===== src/iod_cfg.svh =====
// register offsets, field masks, reset values and address limits of the low i/o space
`ifndef IOD_CFG_SVH
`define IOD_CFG_SVH

// ----------------------------------------------------------------
// address limits: bit and port tops in i/o numbering, extended base in data-space numbering
// ----------------------------------------------------------------
`define IOD_BIT_TOP      8'h1F
`define IOD_PORT_TOP     8'h3F
`define IOD_DATA_OFFSET  8'h20
`define IOD_EXT_BASE     8'h60

// ----------------------------------------------------------------
// i/o register offsets
// ----------------------------------------------------------------
`define IOD_ADDR_PORT_A_INPUT_LEVELS    6'h00
`define IOD_ADDR_PORT_A_DIRECTION    6'h01
`define IOD_ADDR_PORT_A_OUTPUT_LATCH   6'h02
`define IOD_ADDR_PORT_C_INPUT_LEVELS    6'h06
`define IOD_ADDR_PORT_C_DIRECTION    6'h07
`define IOD_ADDR_PORT_C_OUTPUT_LATCH   6'h08
`define IOD_ADDR_PORT_D_INPUT_LEVELS    6'h09
`define IOD_ADDR_PORT_D_DIRECTION    6'h0A
`define IOD_ADDR_PORT_D_OUTPUT_LATCH   6'h0B
`define IOD_ADDR_PORT_E_INPUT_LEVELS    6'h0C
`define IOD_ADDR_PORT_E_DIRECTION    6'h0D
`define IOD_ADDR_PORT_E_OUTPUT_LATCH   6'h0E
`define IOD_ADDR_TFLG0   6'h15
`define IOD_ADDR_TFLG1   6'h16
`define IOD_ADDR_PCFLG   6'h1B
`define IOD_ADDR_EIFLG   6'h1C
`define IOD_ADDR_EIMASK  6'h1D
`define IOD_ADDR_SCR0    6'h1E
`define IOD_ADDR_PRESC   6'h23
`define IOD_ADDR_T0CA    6'h24
`define IOD_ADDR_T0CB    6'h25
`define IOD_ADDR_T0CNT   6'h26
`define IOD_ADDR_T0CMP   6'h27
`define IOD_ADDR_SCR1    6'h2A
`define IOD_ADDR_SCR2    6'h2B
`define IOD_ADDR_DBGCH   6'h31
`define IOD_ADDR_SLEEP   6'h33
`define IOD_ADDR_RSTC    6'h34
`define IOD_ADDR_SPROG   6'h37
`define IOD_ADDR_STKL    6'h3D
`define IOD_ADDR_STKH    6'h3E
`define IOD_ADDR_CPUST   6'h3F

// ----------------------------------------------------------------
// implemented-bit masks
// ----------------------------------------------------------------
`define IOD_MASK_FULL    8'hFF
`define IOD_MASK_PORT_C_OUTPUT_LATCH   8'h3F
`define IOD_MASK_TFLG    8'h03
`define IOD_MASK_NIB     8'h0F
`define IOD_MASK_PRESC   8'h83
`define IOD_MASK_T0CA    8'hC3
`define IOD_MASK_RSTC    8'h1F
`define IOD_MASK_NONE    8'h00

// ----------------------------------------------------------------
// reset value
// ----------------------------------------------------------------
`define IOD_RESET_VALUE  8'h00

`endif


===== src/iod_pkg.sv =====
// types shared by the i/o space decoder
package iod_pkg;

    typedef enum logic [2:0] {
        REQ_PORT_IN    = 3'b000,
        REQ_PORT_OUT   = 3'b001,
        REQ_BIT_SET    = 3'b010,
        REQ_BIT_CLEAR  = 3'b011,
        REQ_SKIP_SET   = 3'b100,
        REQ_SKIP_CLEAR = 3'b101,
        REQ_DATA_LOAD  = 3'b110,
        REQ_DATA_STORE = 3'b111
    } req_kind_type;

endpackage


===== src/io_space_access_decoder.sv =====
// decoder and register bank of the core-visible low i/o space
//
// Summary of operation
// - bit set/clear reach only i/o 0x00-0x1F
// - skip-if-bit tests one bit in low range
// - flagged status bits clear on written one
// - bit set/clear rewrite whole register, clearing flags
// - data-space address equals i/o address plus 0x20
`timescale 1ns/1ns
`include "iod_cfg.svh"

module io_space_access_decoder (
    input  wire logic                clk_sys_i,
    input  wire logic                rst_i,
    input  wire logic                req_valid_i,
    input  wire iod_pkg::req_kind_type req_kind_i,
    input  wire logic [7:0]          addr_i,
    input  wire logic [2:0]          bit_i,
    input  wire logic [7:0]          wdata_i,
    input  wire logic [7:0]          port_a_pins_i,
    input  wire logic [7:0]          port_c_pins_i,
    input  wire logic [7:0]          port_d_pins_i,
    input  wire logic [7:0]          port_e_pins_i,
    input  wire logic [1:0]          timer0_flag_set_i,
    input  wire logic [1:0]          timer1_flag_set_i,
    input  wire logic [3:0]          pin_change_flag_set_i,
    input  wire logic [3:0]          ext_irq_flag_set_i,
    output logic                     ack_o,
    output logic [7:0]               rdata_o,
    output logic                     skip_o,
    output logic                     refused_o,
    output logic                     ext_valid_o,
    output logic                     ext_write_o,
    output logic [7:0]               ext_addr_o,
    output logic [7:0]               ext_wdata_o,
    output logic [7:0]               port_a_dir_o,
    output logic [7:0]               port_a_out_o,
    output logic [7:0]               port_c_dir_o,
    output logic [7:0]               port_c_out_o,
    output logic [7:0]               port_d_dir_o,
    output logic [7:0]               port_d_out_o,
    output logic [7:0]               port_e_dir_o,
    output logic [7:0]               port_e_out_o
);
    import iod_pkg::*;

    // ----------------------------------------------------------------
    // state
    // ----------------------------------------------------------------
    typedef struct packed {
        logic [63:0][7:0] regs;
        logic             ack;
        logic [7:0]       rdata;
        logic             skip;
        logic             refused;
        logic             ext_valid;
        logic             ext_write;
        logic [7:0]       ext_addr;
        logic [7:0]       ext_wdata;
    } state_type;

    state_type state_q;
    state_type state_d;

    // ----------------------------------------------------------------
    // per-address attributes
    // ----------------------------------------------------------------
    function automatic logic [7:0] impl_mask(input logic [5:0] a);
        case (a)
            `IOD_ADDR_PORT_A_INPUT_LEVELS, `IOD_ADDR_PORT_A_DIRECTION, `IOD_ADDR_PORT_A_OUTPUT_LATCH: impl_mask = `IOD_MASK_FULL;
            `IOD_ADDR_PORT_C_INPUT_LEVELS, `IOD_ADDR_PORT_C_DIRECTION, `IOD_ADDR_PORT_C_OUTPUT_LATCH: impl_mask = `IOD_MASK_PORT_C_OUTPUT_LATCH;
            `IOD_ADDR_PORT_D_INPUT_LEVELS, `IOD_ADDR_PORT_D_DIRECTION, `IOD_ADDR_PORT_D_OUTPUT_LATCH: impl_mask = `IOD_MASK_FULL;
            `IOD_ADDR_PORT_E_INPUT_LEVELS, `IOD_ADDR_PORT_E_DIRECTION, `IOD_ADDR_PORT_E_OUTPUT_LATCH: impl_mask = `IOD_MASK_FULL;
            `IOD_ADDR_TFLG0, `IOD_ADDR_TFLG1:                 impl_mask = `IOD_MASK_TFLG;
            `IOD_ADDR_PCFLG, `IOD_ADDR_EIFLG:                 impl_mask = `IOD_MASK_NIB;
            `IOD_ADDR_EIMASK, `IOD_ADDR_T0CB, `IOD_ADDR_SLEEP: impl_mask = `IOD_MASK_NIB;
            `IOD_ADDR_PRESC:                                  impl_mask = `IOD_MASK_PRESC;
            `IOD_ADDR_T0CA:                                   impl_mask = `IOD_MASK_T0CA;
            `IOD_ADDR_RSTC:                                   impl_mask = `IOD_MASK_RSTC;
            `IOD_ADDR_SCR0, `IOD_ADDR_SCR1, `IOD_ADDR_SCR2:   impl_mask = `IOD_MASK_FULL;
            `IOD_ADDR_T0CNT, `IOD_ADDR_T0CMP, `IOD_ADDR_DBGCH: impl_mask = `IOD_MASK_FULL;
            `IOD_ADDR_SPROG, `IOD_ADDR_STKL, `IOD_ADDR_STKH:  impl_mask = `IOD_MASK_FULL;
            `IOD_ADDR_CPUST:                                  impl_mask = `IOD_MASK_FULL;
            default:                                          impl_mask = `IOD_MASK_NONE;
        endcase
    endfunction

    function automatic logic is_w1c(input logic [5:0] a);
        case (a)
            `IOD_ADDR_TFLG0, `IOD_ADDR_TFLG1, `IOD_ADDR_PCFLG, `IOD_ADDR_EIFLG: is_w1c = 1'b1;
            default: is_w1c = 1'b0;
        endcase
    endfunction

    function automatic logic is_ro(input logic [5:0] a);
        case (a)
            `IOD_ADDR_PORT_A_INPUT_LEVELS, `IOD_ADDR_PORT_C_INPUT_LEVELS, `IOD_ADDR_PORT_D_INPUT_LEVELS, `IOD_ADDR_PORT_E_INPUT_LEVELS: is_ro = 1'b1;
            default: is_ro = 1'b0;
        endcase
    endfunction

    // ----------------------------------------------------------------
    // decode
    // ----------------------------------------------------------------
    logic             is_bit_op;
    logic             is_port_op;
    logic             is_data_op;
    logic             hit;
    logic             ext_hit;
    logic [5:0]       io_addr;
    logic [7:0]       data_sub;
    logic [7:0]       cur;
    logic [7:0]       bit_sel;
    logic             wr_en;
    logic [7:0]       wr_val;
    logic [63:0][7:0] evt;

    assign is_bit_op  = (req_kind_i == REQ_BIT_SET) || (req_kind_i == REQ_BIT_CLEAR)
                     || (req_kind_i == REQ_SKIP_SET) || (req_kind_i == REQ_SKIP_CLEAR);
    assign is_port_op = (req_kind_i == REQ_PORT_IN) || (req_kind_i == REQ_PORT_OUT);
    assign is_data_op = (req_kind_i == REQ_DATA_LOAD) || (req_kind_i == REQ_DATA_STORE);
    assign data_sub   = addr_i - `IOD_DATA_OFFSET;
    assign bit_sel    = 8'h01 << bit_i;

    always_comb begin
        hit     = 1'b0;
        ext_hit = 1'b0;
        io_addr = addr_i[5:0];
        if (is_bit_op) begin
            hit = (addr_i <= `IOD_BIT_TOP);
        end else if (is_port_op) begin
            hit = (addr_i <= `IOD_PORT_TOP);
        end else if (is_data_op) begin
            if (addr_i >= `IOD_EXT_BASE) begin
                ext_hit = 1'b1;
            end else if (addr_i >= `IOD_DATA_OFFSET) begin
                hit     = 1'b1;
                io_addr = data_sub[5:0];
            end
        end
    end

    // ----------------------------------------------------------------
    // read path
    // ----------------------------------------------------------------
    always_comb begin
        case (io_addr)
            `IOD_ADDR_PORT_A_INPUT_LEVELS: cur = port_a_pins_i;
            `IOD_ADDR_PORT_C_INPUT_LEVELS: cur = port_c_pins_i & `IOD_MASK_PORT_C_OUTPUT_LATCH;
            `IOD_ADDR_PORT_D_INPUT_LEVELS: cur = port_d_pins_i;
            `IOD_ADDR_PORT_E_INPUT_LEVELS: cur = port_e_pins_i;
            default:        cur = state_q.regs[io_addr] & impl_mask(io_addr);
        endcase
    end

    // ----------------------------------------------------------------
    // write value, bit ops as read-modify-write
    // ----------------------------------------------------------------
    always_comb begin
        wr_en  = 1'b0;
        wr_val = wdata_i;
        if (req_valid_i && hit) begin
            case (req_kind_i)
                REQ_PORT_OUT, REQ_DATA_STORE: begin
                    wr_en = 1'b1;
                end
                REQ_BIT_SET: begin
                    wr_en  = 1'b1;
                    wr_val = cur | bit_sel;
                end
                REQ_BIT_CLEAR: begin
                    wr_en  = 1'b1;
                    wr_val = cur & ~bit_sel;
                end
                default: begin
                    wr_en = 1'b0;
                end
            endcase
        end
    end

    // ----------------------------------------------------------------
    // hardware flag events
    // ----------------------------------------------------------------
    always_comb begin
        evt = '0;
        evt[`IOD_ADDR_TFLG0] = {6'h00, timer0_flag_set_i};
        evt[`IOD_ADDR_TFLG1] = {6'h00, timer1_flag_set_i};
        evt[`IOD_ADDR_PCFLG] = {4'h0, pin_change_flag_set_i};
        evt[`IOD_ADDR_EIFLG] = {4'h0, ext_irq_flag_set_i};
    end

    // ----------------------------------------------------------------
    // next state
    // ----------------------------------------------------------------
    always_comb begin
        state_d           = state_q;
        state_d.ack       = req_valid_i;
        state_d.rdata     = 8'h00;
        state_d.skip      = 1'b0;
        state_d.refused   = req_valid_i && !hit && !ext_hit;
        state_d.ext_valid = req_valid_i && ext_hit;
        state_d.ext_write = req_valid_i && ext_hit && (req_kind_i == REQ_DATA_STORE);
        if (req_valid_i && ext_hit) begin
            state_d.ext_addr  = addr_i;
            state_d.ext_wdata = wdata_i;
        end
        if (req_valid_i && hit) begin
            if ((req_kind_i == REQ_PORT_IN) || (req_kind_i == REQ_DATA_LOAD)) begin
                state_d.rdata = cur;
            end
            if (req_kind_i == REQ_SKIP_SET) begin
                state_d.skip = cur[bit_i];
            end
            if (req_kind_i == REQ_SKIP_CLEAR) begin
                state_d.skip = !cur[bit_i];
            end
        end
        for (int i = 0; i < 64; i++) begin
            if (wr_en && (io_addr == 6'(i)) && !is_ro(6'(i))) begin
                if (is_w1c(6'(i))) begin
                    state_d.regs[i] = state_q.regs[i] & ~wr_val;
                end else begin
                    state_d.regs[i] = wr_val & impl_mask(6'(i));
                end
            end
            state_d.regs[i] = (state_d.regs[i] | evt[i]) & impl_mask(6'(i));
        end
    end

    always_ff @(posedge clk_sys_i) begin
        if (rst_i) begin
            state_q <= '0;
            for (int i = 0; i < 64; i++) begin
                state_q.regs[i] <= `IOD_RESET_VALUE;
            end
        end else begin
            state_q <= state_d;
        end
    end

    // ----------------------------------------------------------------
    // outputs
    // ----------------------------------------------------------------
    assign ack_o        = state_q.ack;
    assign rdata_o      = state_q.rdata;
    assign skip_o       = state_q.skip;
    assign refused_o    = state_q.refused;
    assign ext_valid_o  = state_q.ext_valid;
    assign ext_write_o  = state_q.ext_write;
    assign ext_addr_o   = state_q.ext_addr;
    assign ext_wdata_o  = state_q.ext_wdata;
    assign port_a_dir_o = state_q.regs[`IOD_ADDR_PORT_A_DIRECTION];
    assign port_a_out_o = state_q.regs[`IOD_ADDR_PORT_A_OUTPUT_LATCH];
    assign port_c_dir_o = state_q.regs[`IOD_ADDR_PORT_C_DIRECTION];
    assign port_c_out_o = state_q.regs[`IOD_ADDR_PORT_C_OUTPUT_LATCH];
    assign port_d_dir_o = state_q.regs[`IOD_ADDR_PORT_D_DIRECTION];
    assign port_d_out_o = state_q.regs[`IOD_ADDR_PORT_D_OUTPUT_LATCH];
    assign port_e_dir_o = state_q.regs[`IOD_ADDR_PORT_E_DIRECTION];
    assign port_e_out_o = state_q.regs[`IOD_ADDR_PORT_E_OUTPUT_LATCH];
endmodule


===== config.mk =====
export PLATFORM = sky130hd
export DESIGN_NAME = io_space_access_decoder
export DESIGN_NICKNAME = d
export VERILOG_FILES = /design/src/iod_pkg.sv /design/src/io_space_access_decoder.sv
export VERILOG_INCLUDE_DIRS = /design/src
export SDC_FILE = /design/constraint.sdc
export NUM_CORES = 1
export LEC_CHECK = 0
export ABC_AREA = 1
export BUFFER_PORTS_ARGS = -buffer_cell sky130_fd_sc_hd__buf_2
export CAP_MARGIN = 20
export CORE_MARGIN = 2
export CORE_UTILIZATION = 59
export CTS_CLUSTER_SIZE = 30
export DETAILED_ROUTE_END_ITERATION = 10
export PLACE_DENSITY = 0.82
export SYNTH_ARGS = -nofsm -noshare
export SYNTH_HDL_FRONTEND = slang
export SYNTH_SLANG_ARGS = --single-unit

===== constraint.sdc =====
create_clock -name clk_sys_i -period 6.4 [get_ports clk_sys_i]
set_input_delay 0 -clock clk_sys_i [delete_from_list [all_inputs] [get_ports clk_sys_i]]
set_output_delay 0 -clock clk_sys_i [all_outputs]
set_load 0.01 [all_outputs]

# Word level (Yosys, flattened, before mapping)
# Memories as Yosys holds them, arrays and structs flattened.
# Index checks and enable logic that the tools add are counted.
dict set report totals {
  register_bits 231
  rom_bits 512
  inputBits 69
  memories 1
}
dict set report classes {
  n_addsub 1
  order_cmp 6
  eq_ne 38
  n_shift 1
  n_mux 142
  bitwise_logic 67
  reduce_logical 48
}
# memory depth word_bits rd rd_clocked_by_memory_dff wr line
set memory_table {}
lappend memory_table {{(name not given)} 64 8 1 0 0 io_space_access_decoder.sv:69} ;# case (a)
# cell n
set op_table {}
lappend op_table {{8-bit 2-to-1 mux} 69}
lappend op_table {{8-bit AND} 46}
lappend op_table {{6-bit equality test (second input constant)} 14}
lappend op_table {{6-bit 2-to-1 mux} 11}
lappend op_table {{8-bit binary-select mux with 6-bit select} 1}
lappend op_table {{6-bit by 4-bit equality test with 1-bit output (second input constant)} 7}
lappend op_table {{1-bit 2-to-1 mux} 42}
lappend op_table {{6-bit by 5-bit equality test with 1-bit output (second input constant)} 6}
lappend op_table {{1-bit logical AND} 33}
lappend op_table {{4-bit 2-to-1 mux} 8}
lappend op_table {{8-bit case mux with 4 select lines} 1}
lappend op_table {{6-bit AND} 4}
lappend op_table {{4-bit AND} 4}
lappend op_table {{2-bit 2-to-1 mux} 8}
lappend op_table {{8-bit NOT} 2}
lappend op_table {{8-bit case mux with 2 select lines} 1}
lappend op_table {{3-bit equality test (second input constant)} 4}
lappend op_table {{6-bit by 3-bit equality test with 1-bit output (second input constant)} 2}
lappend op_table {{2-bit AND} 4}
lappend op_table {{8-bit by 6-bit >= comparator with 1-bit output (second input constant)} 1}
lappend op_table {{8-bit by 7-bit >= comparator with 1-bit output (second input constant)} 1}
lappend op_table {{8-bit by 5-bit <= comparator with 1-bit output (second input constant)} 1}
lappend op_table {{8-bit by 6-bit <= comparator with 1-bit output (second input constant)} 1}
lappend op_table {{4-bit OR} 2}
lappend op_table {{other kinds (19)} 30}

# Logic depth before layout (Yosys ltp)
# Gate-level depths: netlist (run 1).
dict set report depth {
  ltp_word 19
  depth_mapped 21
}

# Least setup slack after synthesis (run 1)
# OpenSTA, ideal clock, no wires.
dict set report synth_path {
  path_kind {input port to flip-flop}
  start {in addr_i[1]}
  end {reg state_q, in the netlist port_d_out_o[6]}
  setup_ns 0.138
  arrival_time_ns 2.043
  t_required_ns 6.262
  path_slack_ns 4.219
  stages 21
  path_cell_list {buf_4 -> inv_2 -> clkbuf_1 -> ha_1 -> inv_1 -> nand2_1 -> nand2_1 -> nand3_1 -> nand2_1 -> o21ai_1 -> nand2_1 -> nand2_1 -> inv_1 -> nand2_1 -> nand2_1 -> and2_1 -> o21ai_1 -> nand2_1 -> o21ai_2 -> buf_6 -> a21oi_1}
}
dict set report synth_via {
  elab_chain_len 16
}
# element line
set synth_lines {}
lappend synth_lines {{start: declaration} io_space_access_decoder.sv:17} ;# input wire logic [7:0] addr_i,
lappend synth_lines {{8-bit by 6-bit >= comparator with 1-bit output (no source line) / 6-bit subtractor (equally long branches)} n/a}
lappend synth_lines {{6-bit 2-to-1 mux} io_space_access_decoder.sv:136} ;# end else if (addr_i >= `IOD_DATA_OFFSET) begin
lappend synth_lines {{6-bit 2-to-1 mux} io_space_access_decoder.sv:134} ;# if (addr_i >= `IOD_EXT_BASE) begin
lappend synth_lines {{6-bit 2-to-1 mux} io_space_access_decoder.sv:133} ;# end else if (is_data_op) begin
lappend synth_lines {{6-bit 2-to-1 mux} io_space_access_decoder.sv:131} ;# end else if (is_port_op) begin
lappend synth_lines {{6-bit 2-to-1 mux} io_space_access_decoder.sv:129} ;# if (is_bit_op) begin
lappend synth_lines {{memory read 64 x 8 bit / 8-bit binary-select mux with 6-bit select (equally long branches)} n/a}
lappend synth_lines {{8-bit 2-to-1 mux, on equally long branches} {io_space_access_decoder.sv:147, io_space_access_decoder.sv:152}}
lappend synth_lines {{8-bit AND} io_space_access_decoder.sv:152} ;# default: cur = state_q.regs[io_addr] & impl_mask(io_addr);
lappend synth_lines {{8-bit case mux with 4 select lines} io_space_access_decoder.sv:147} ;# case (io_addr)
lappend synth_lines {{8-bit AND / 8-bit OR (equally long branches)} {io_space_access_decoder.sv:173, io_space_access_decoder.sv:169}}
lappend synth_lines {{8-bit case mux with 2 select lines} io_space_access_decoder.sv:163} ;# case (req_kind_i)
lappend synth_lines {{8-bit 2-to-1 mux} io_space_access_decoder.sv:162} ;# if (req_valid_i && hit) begin
lappend synth_lines {{8-bit NOT} io_space_access_decoder.sv:222} ;# state_d.regs[i] = state_q.regs[i] & ~wr_val;
lappend synth_lines {{8-bit AND} io_space_access_decoder.sv:222}
lappend synth_lines {{8-bit 2-to-1 mux} io_space_access_decoder.sv:221} ;# if (is_w1c(6'(i))) begin
lappend synth_lines {{end signal: assignment} io_space_access_decoder.sv:238} ;# state_q <= state_d;
lappend synth_lines {{end: declaration} io_space_access_decoder.sv:62} ;# state_type state_q;
# Parallel ways exist; a longest one is shown, timed or not. The select of a mux whose other input is x is not followed.
# A chain may end at the register's enable or synchronous reset.

# Worst setup path after layout (run 1)
dict set report layout_path {
  start {in addr_i[1]}
  end {reg state_q[255] in the netlist's numbering}
}
dict set report layout_via {
  elab_chain_len 18
}
# element line
set layout_lines {}
lappend layout_lines {{8-bit by 6-bit >= comparator with 1-bit output (no source line) / 6-bit subtractor (equally long branches)} n/a}
lappend layout_lines {{6-bit 2-to-1 mux} io_space_access_decoder.sv:136}
lappend layout_lines {{6-bit 2-to-1 mux} io_space_access_decoder.sv:134}
lappend layout_lines {{6-bit 2-to-1 mux} io_space_access_decoder.sv:133}
lappend layout_lines {{6-bit 2-to-1 mux} io_space_access_decoder.sv:131}
lappend layout_lines {{6-bit 2-to-1 mux} io_space_access_decoder.sv:129}
lappend layout_lines {{memory read 64 x 8 bit / 8-bit binary-select mux with 6-bit select (equally long branches)} n/a}
lappend layout_lines {{8-bit 2-to-1 mux, on equally long branches} {io_space_access_decoder.sv:147, io_space_access_decoder.sv:152}}
lappend layout_lines {{[... 2 more ...]} n/a}
lappend layout_lines {{8-bit AND / 8-bit OR (equally long branches)} {io_space_access_decoder.sv:173, io_space_access_decoder.sv:169}}
lappend layout_lines {{8-bit case mux with 2 select lines} io_space_access_decoder.sv:163}
lappend layout_lines {{8-bit 2-to-1 mux} io_space_access_decoder.sv:162}
lappend layout_lines {{8-bit NOT} n/a}
lappend layout_lines {{4-bit AND} io_space_access_decoder.sv:222}
lappend layout_lines {{4-bit 2-to-1 mux} io_space_access_decoder.sv:221}
lappend layout_lines {{4-bit 2-to-1 mux *} io_space_access_decoder.sv:220} ;# if (wr_en && (io_addr == 6'(i)) && !is_ro(6'(i))) begin
lappend layout_lines {{4-bit OR *} io_space_access_decoder.sv:227} ;# state_d.regs[i] = (state_d.regs[i] | evt[i]) & impl_mask(6'(i));
# Every way passes the cells marked *; elsewhere a longest branch is shown, timed or not. The select of a mux whose other input is x is not followed.

==> results of run 1 <==
-- through the flow --
stage | total power [W] | hold slack (ns) | cells
after floorplan | 0.001516 | 0.1174 | 1794
after global placement | 0.001598 | 0.2044 | 2064
after detailed placement | 0.001600 | 0.2157 | 2064
after CTS | 0.002992 | 0.001989 | 2156
after global routing | 0.003089 | 0.07139 | 2158
final | 0.003013 | 0.05400 | 2158
-- power by group --
part / internal (W) / total, W / switching [W]
Combinational: 0.0000882 / 0.000319 / 0.000230
Sequential: 0.00129 / 0.00130 / 0.00000674
Clock: 0.000852 / 0.00140 / 0.000547
-- placed cells by master, fill, tap and decap left out, types with 2 or more instances in the layout --
master,Yosys,final
nand2_1,343,343
nor2_1,279,279
inv_1,231,231
dfxtp_1,205,205
buf_2,24,154
o21ai_0,149,149
a21oi_1,130,130
nand3_1,109,109
o21ai_1,65,65
dlygate4sd3_1,0,51
clkbuf_16,0,23
inv_2,16,16
nor2_2,12,12
nand2_2,12,12
buf_4,98,10
nand4_1,9,9
nor2_4,7,7
nor3_1,6,6
o211ai_1,6,6
clkbuf_8,0,6
nand2_4,5,5
nand4_2,5,5
ha_1,5,5
nand3_2,4,4
inv_4,4,4
clkinv_1,4,4
nor3_2,4,4
conb_1,1,4
clkbuf_1,22,4
clkinv_2,1,3
o22ai_1,3,3
o21ai_2,3,3
bufinv_16,0,3
and2_1,2,2
a31oi_1,2,2
inv_6,0,2
-- worst min-delay path, stage by stage --
cell and delay, ns:
buf_2 0.08, nand2_1 0.05, nand3_1 0.09, a21oi_1 0.05, and2_1 0.17, nor2_1 0.08
-- final timing paths --
| check | startpoint | to | cells past startpoint |
|---|---|---|---|
| worst max-delay path | addr_i[1] | state_q[255] | 17 |
| worst min-delay path | port_c_pins_i[4] | rdata_o[4] | 6 |
| worst min register to register | state_q[205] | state_q[205] | 2 |
| worst max register to register | state_q[519] | state_q[255] | 15 |
-- kinds of logic after synthesis --
kind of cell,after synthesis,synth area share
other cells,1,0.0003246
fa+ha+maj,5,0.005416
flops,205,0.3553
simple gates,801,0.2995
mux,1,0.0008666
compound gates,363,0.1625
buf+inv,415,0.1761
-- sequential cells by signal, summed over array words and instances (netlist names) --
signal,cells
ext_wdata_o,8
ack_o,1
port_e_dir_o,8
rdata_o,8
port_a_dir_o,8
ext_valid_o,1
port_c_dir_o,6
port_c_out_o,6
state_q,116
port_e_out_o,8
ext_write_o,1
skip_o,1
ext_addr_o,8
port_d_out_o,8
port_a_out_o,8
port_d_dir_o,8
refused_o,1
-- metal layers --
layer,GRT usage,routed length (um),up-vias
met4,0.1847,1810,0
met5,0,0,-
li1,-,-,5725
met1,0.4386,14560,5504
met2,0.5737,17060,716
met3,0.07831,4145,125
-- area by class of cell --
class	instances	area, um^2
Fill cell	1688	6321
Multi-Input combinational cell	1174	5424
Sequential cell	205	4104
Timing Repair Buffer	217	1384
Inverter	256	972.2
Clock buffer	33	673.1
Tap cell	265	331.6
Clock inverter	8	125.1
-- what timing repair did --
action | 4_1_cts | 5_1_grt
hold buffers | 51 | 0
gates resized for setup | 0 | 0
buffers inserted | 0 | 0
hold endpoints to repair | 55 | 0
==> metrics.cfg, run 1 <==
[route]
routed_wl_um = 37580
ant_nets = 0
vias_per_cell = 5.593
num_vias = 12070
drc_errors = 0
first_pass_iters = 6
drt_iter0_markers = 1389
post_drt_wl_per_cell_um = 17.41

[finish]
drive_above_1_share = 0.1484
antennaDiodeCount = 0
nNetsFinal = 1951
final_util = 0.6731
stdcell_area_um2 = 13010
area_growth_pct = 12.66

[run_status]
status = complete, no violations

[setup_path]
critPathMaxStageDelay_ns = 0.82
cp_data_arrival_time_ns = 4.10
cp_cell_sequence = buf_2 -> buf_4 -> ha_1 -> inv_1 -> nor2_1 -> inv_1 -> nor2_2 -> nand2_1 -> nand2_1 -> dlygate4sd3_1 -> nor2_1 -> nand3b_1 -> nand2_1 -> nand2_1 -> nand2_1 -> a21oi_1 -> nor2_1
critPathMaxFanout = 25
crit_path_frequent_cell = nand2_1
start_kind = primary input
r2r_slack_ns = 3.50
cp.buffers_inverters = 5
critPathKind = primary input to register
crit_required_ns = 6.78
critPathTopFamily = simple AND/OR/NAND/NOR gates
slowest_stage = nand2_1
worstSetupEndpointType = register

[placement]
port_buffers = 155
pre_cts_slack_ns = 2.742
post_dp_cell_area_um2 = 11680
hpwl_um = 24090
finalWeightedCongestion = 1.037

[clock_network]
clock_latency_ns = 0.52
cts_max_path_buffers = 3
clk_pin_slew_worst_paths_ns = 0.06
cts_tree = built
clock_sinks = 205
cts_root_buffer = clkbuf_16
cts_buffers = 23
cts_max_level = 1

[sta]
slew_headroom = 0.2489
worst_slack_ns = 2.676
finClkSkew_ns = 0.01600
fmax_mhz = 268.5
hold_viol_final = 0
fin_tns_setup_ns = 0
setup_viol = 0
drv_slew = 0
finalCritPeriodShare = 0.5819
period_minus_slack_ns = 3.724
tightest_slew_ns = 1.124
rsz0062_at_grt = false

[logic_synthesis]
yosys_warnings = 0
synth.area.top_cells = dfxtp_1, nand2_1, nor2_1
ys.flop_type = dfxtp_1
synth_top_area_share = 0.3553
netlist_area_um2 = 11550
synth_edf_count = 0
async_flop_share = 0
synth.distinct_cells = 43
synth-seq-cells = 205
synth_common_cells = nand2_1, nor2_1, inv_1
yosysMostFrequentCell = nand2_1
synth_area_leader_cell = dfxtp_1
postSynthAreaPerCell_um2 = 6.450
synth_seq_area_share = 0.3553
synth_cells = 1791

[die]
core_area_um2 = 19330
design.portCount = 162
fp.dieW_um = 143.9
num_rows = 51
start_util = 0.5974
dieArea_um2 = 20710
die_y_um = 143.9

[grt]
grt.overflow.total = 0
antenna_found_initial = 0
grt_pass1_vias = 11177
grt_max_degree = 116
grt_usage = 0.3531
grt_first_pass_wirelength_um = 57370

[flow_run]
maxCapViolations = 0

[power_and_ir_drop]
p_leak_nw = 6.855
ir_drop_mv = 0.1503
power-per-cell-area_nw_per_um2 = 231.5

[hold_path]
hold_class = primary input to register

(Power assumes the default switching activity.)
==> inputs of run 2 (changes only) <==
- CORE_UTILIZATION: 59 -> 53
- PLACE_DENSITY: 0.82 -> 0.78
- clock period: 6.4 -> 3.4 ns (I/O delays scaled with it)
==> run 2 against run 1 <==
  * First-iteration DRC count shrank 9.6%
  * Critical path type unchanged
  * Critical endpoint is now state_q[245]
  * Clock-buffer cell count shrank 3
  * Die area grew 11%
  * Clock power grew 69%
  * Sequential share of layout area shrank 0.50 points
  * Clock skew grew 0.0037 ns
  * Largest cell class unchanged
  * Sequential cell count is the same
  * Highest routed layer unchanged
==> metrics.cfg, run 2 (same netlist as run 1, synthesis figures left out) <==
[setup_path]
start_kind = primary input
ff2ff_path_depth = 16  ; +1
critPathMaxFanout = 8  ; -68%
cp_data_arrival_time_ns = 3.70  ; -0.40 ns
r2r-end = state_q[206]
critPathKind = primary input to register
r2r_slack_ns = 0.79  ; -2.71 ns
worstSetupEndpointType = register
r2r-start = state_q[534]
crit_required_ns = 3.80  ; -2.98 ns

[grt]
grt.overflow.total = 0  ; unchanged
use_met1 = 0.4173  ; -0.02133
antenna_found_initial = 0  ; unchanged
grt_max_degree = 61  ; -47%
met3_usage = 0.05509  ; -0.02322
grt_usage = 0.3223  ; -0.03083
busiest_layer = met2
use_met2 = 0.5156  ; -0.05807
grt_pass1_vias = 10920  ; -2.3%
grt_first_pass_wirelength_um = 57770  ; +0.70%

[hold_path]
whs_endpoint = rdata_o[4]
holdPathStages = 6  ; unchanged
hold_class = primary input to register
hp-start = port_d_pins_i[4]

[finish]
final_util = 0.6117  ; -0.06138
n_fill_cell = 2025  ; +20%
layout_common_cells = nand2_1, nor2_1, inv_1
nNetsFinal = 1983  ; +1.6%
final_common_cell = nand2_1
stdcell_area_um2 = 13230  ; +1.6%
drive_above_1_share = 0.1618  ; +0.01337
regMostFlops = state_q
largest_reg_flops = 116  ; unchanged
antennaDiodeCount = 0  ; unchanged
area_growth_pct = 14.49

[die]
num_rows = 54  ; +5.9%
design.portCount = 162  ; unchanged
die_y_um = 151.6  ; +5.4%
fp.dieW_um = 151.6  ; +5.4%
core_area_um2 = 21620  ; +12%
start_util = 0.5343  ; -0.06317
dieArea_um2 = 22990  ; +11%

[sta]
finClkSkew_ns = 0.01970  ; +0.003700 ns
hold_viol_final = 0  ; unchanged
period_minus_slack_ns = 3.301
slew_headroom = 0.4401  ; +0.1911
worst_slack_ns = 0.09899  ; -2.577 ns
fmax_mhz = 302.9
setup_viol = 0  ; unchanged
worst_hold_slack_ns = 0.02880  ; -0.02519 ns
tightest_slew_ns = 0.8368  ; -0.2870 ns
finalCritPeriodShare = 0.9709
drv_slew = 0  ; unchanged
fin_tns_setup_ns = 0  ; unchanged

[clock_network]
clock_sinks = 205  ; unchanged
cts_max_level = 1  ; unchanged
clock_latency_ns = 0.53  ; about the same
clk_pin_slew_worst_paths_ns = 0.06  ; about the same
cts_max_path_buffers = 3  ; unchanged
cts_root_buffer = clkbuf_16
cts_buffers = 22  ; -4.3%
cts_tree = built

[route]
num_vias = 12001  ; -0.57%
vias_per_cell = 5.450  ; -2.6%
drc_errors = 0  ; unchanged
routed_wl_um = 38320  ; +2.0%
ant_nets = 0  ; unchanged
first_pass_iters = 5  ; -1
post_drt_wl_per_cell_um = 17.40  ; about the same
drt_iter0_markers = 1255  ; -9.6%

[flow_run]
maxCapViolations = 0  ; unchanged

[placement]
port_buffers = 155  ; unchanged
pre_cts_slack_ns = 0.4195  ; -2.322 ns
hpwl_um = 26270  ; +9.0%
post_dp_cell_area_um2 = 11920  ; +2.1%
finalWeightedCongestion = 1.007  ; -2.9%

[power_and_ir_drop]
power-per-cell-area_nw_per_um2 = 411.5  ; +78%
ir_drop_mv = 0.2569  ; +71%
p_leak_nw = 6.987  ; +1.9%

[run_status]
status = complete, no violations

[run 2: changes by cell type in the layout (fill, tap and decap cells not counted), moves of 2 or more]
cell	previous run	this run
buf_4	10	39
bufinv_16	3	1
clkinv_2	3	5
dlygate4sd3_1	51	55
inv_6	2	0
nor2_1	279	277
[run 2: repair_timing]
item                                    in CTS  in global routing
hold buffers                                55                  0
hold endpoints to repair                    40                  0
buffers inserted                             0                  3
resized for setup                            0                  7
endpoints found under the setup margin       0                 10
[run 2: report_power, final]
part / leakage, nW / internal [W] / total, W / switching [W]
combinational: 4.98 / 0.000195 / 0.000632 / 0.000437
sequential: 1.66 / 0.00243 / 0.00244 / 0.0000141
clock: 0.347 / 0.00137 / 0.00237 / 0.00100
total: 6.99 / 0.00399 / 0.00544 / 0.00145
[run 2: per-layer routing]
| layer | vias up | part of all wire |
|---|---|---|
| li1 | 5782 | - |
| met1 | 5450 | 0.41 |
| met2 | 642 | 0.45 |
| met3 | 127 | 0.099 |
| met4 | 0 | 0.049 |
| met5 | - | 0 |
[run 2: how the worst max path moves through the flow]
stage | startpoint | to | depth (start not counted)
finish | req_kind_i[1] | state_q[245] | 19
global route | req_kind_i[1] | state_q[245] | 22
CTS | addr_i[7] | state_q[254] | 20
detailed placement | addr_i[1] | state_q[528] | 19
global placement | addr_i[1] | state_q[368] | 19
floorplan | addr_i[1] | port_d_out_o[6] | 21
[run 2: final cells by class]
type | instances | area [um^2] | area share
Tap cell | 280 | 350.3 | 0.02649
Sequential cell | 205 | 4104 | 0.3103
Inverter | 256 | 974.7 | 0.07370
Clock inverter | 7 | 73.82 | 0.005582
Timing Repair Buffer | 250 | 1654 | 0.1251
Multi-Input combinational cell | 1174 | 5438 | 0.4112
Clock buffer | 30 | 630.6 | 0.04768
[run 2: stage by stage]
stage          std cells  total power [W]
3_3_place_gp        2107         0.003044
3_5_place_dp        2107         0.003047
2_1_floorplan       1794         0.002854
5_1_grt             2202         0.005595
6_report            2202         0.005442
4_1_cts             2199         0.005423
[run 2: worst max-delay path: stages]
cell           delay [ns]
dlygate4sd3_1        0.53
buf_2                0.15
nand2_1              0.10
clkinv_2             0.09
nand3_2              0.09
nand2_4              0.11
nand3_2              0.33
nor2_4               0.30
nand2_1              0.08
nand2_1              0.08
dlygate4sd3_1        0.58
nor2_2               0.07
nand2_1              0.07
o21ai_1              0.07
nand2_2              0.17
nand2_1              0.09
a21oi_2              0.16
nor2_1               0.06
dlygate4sd3_1        0.56
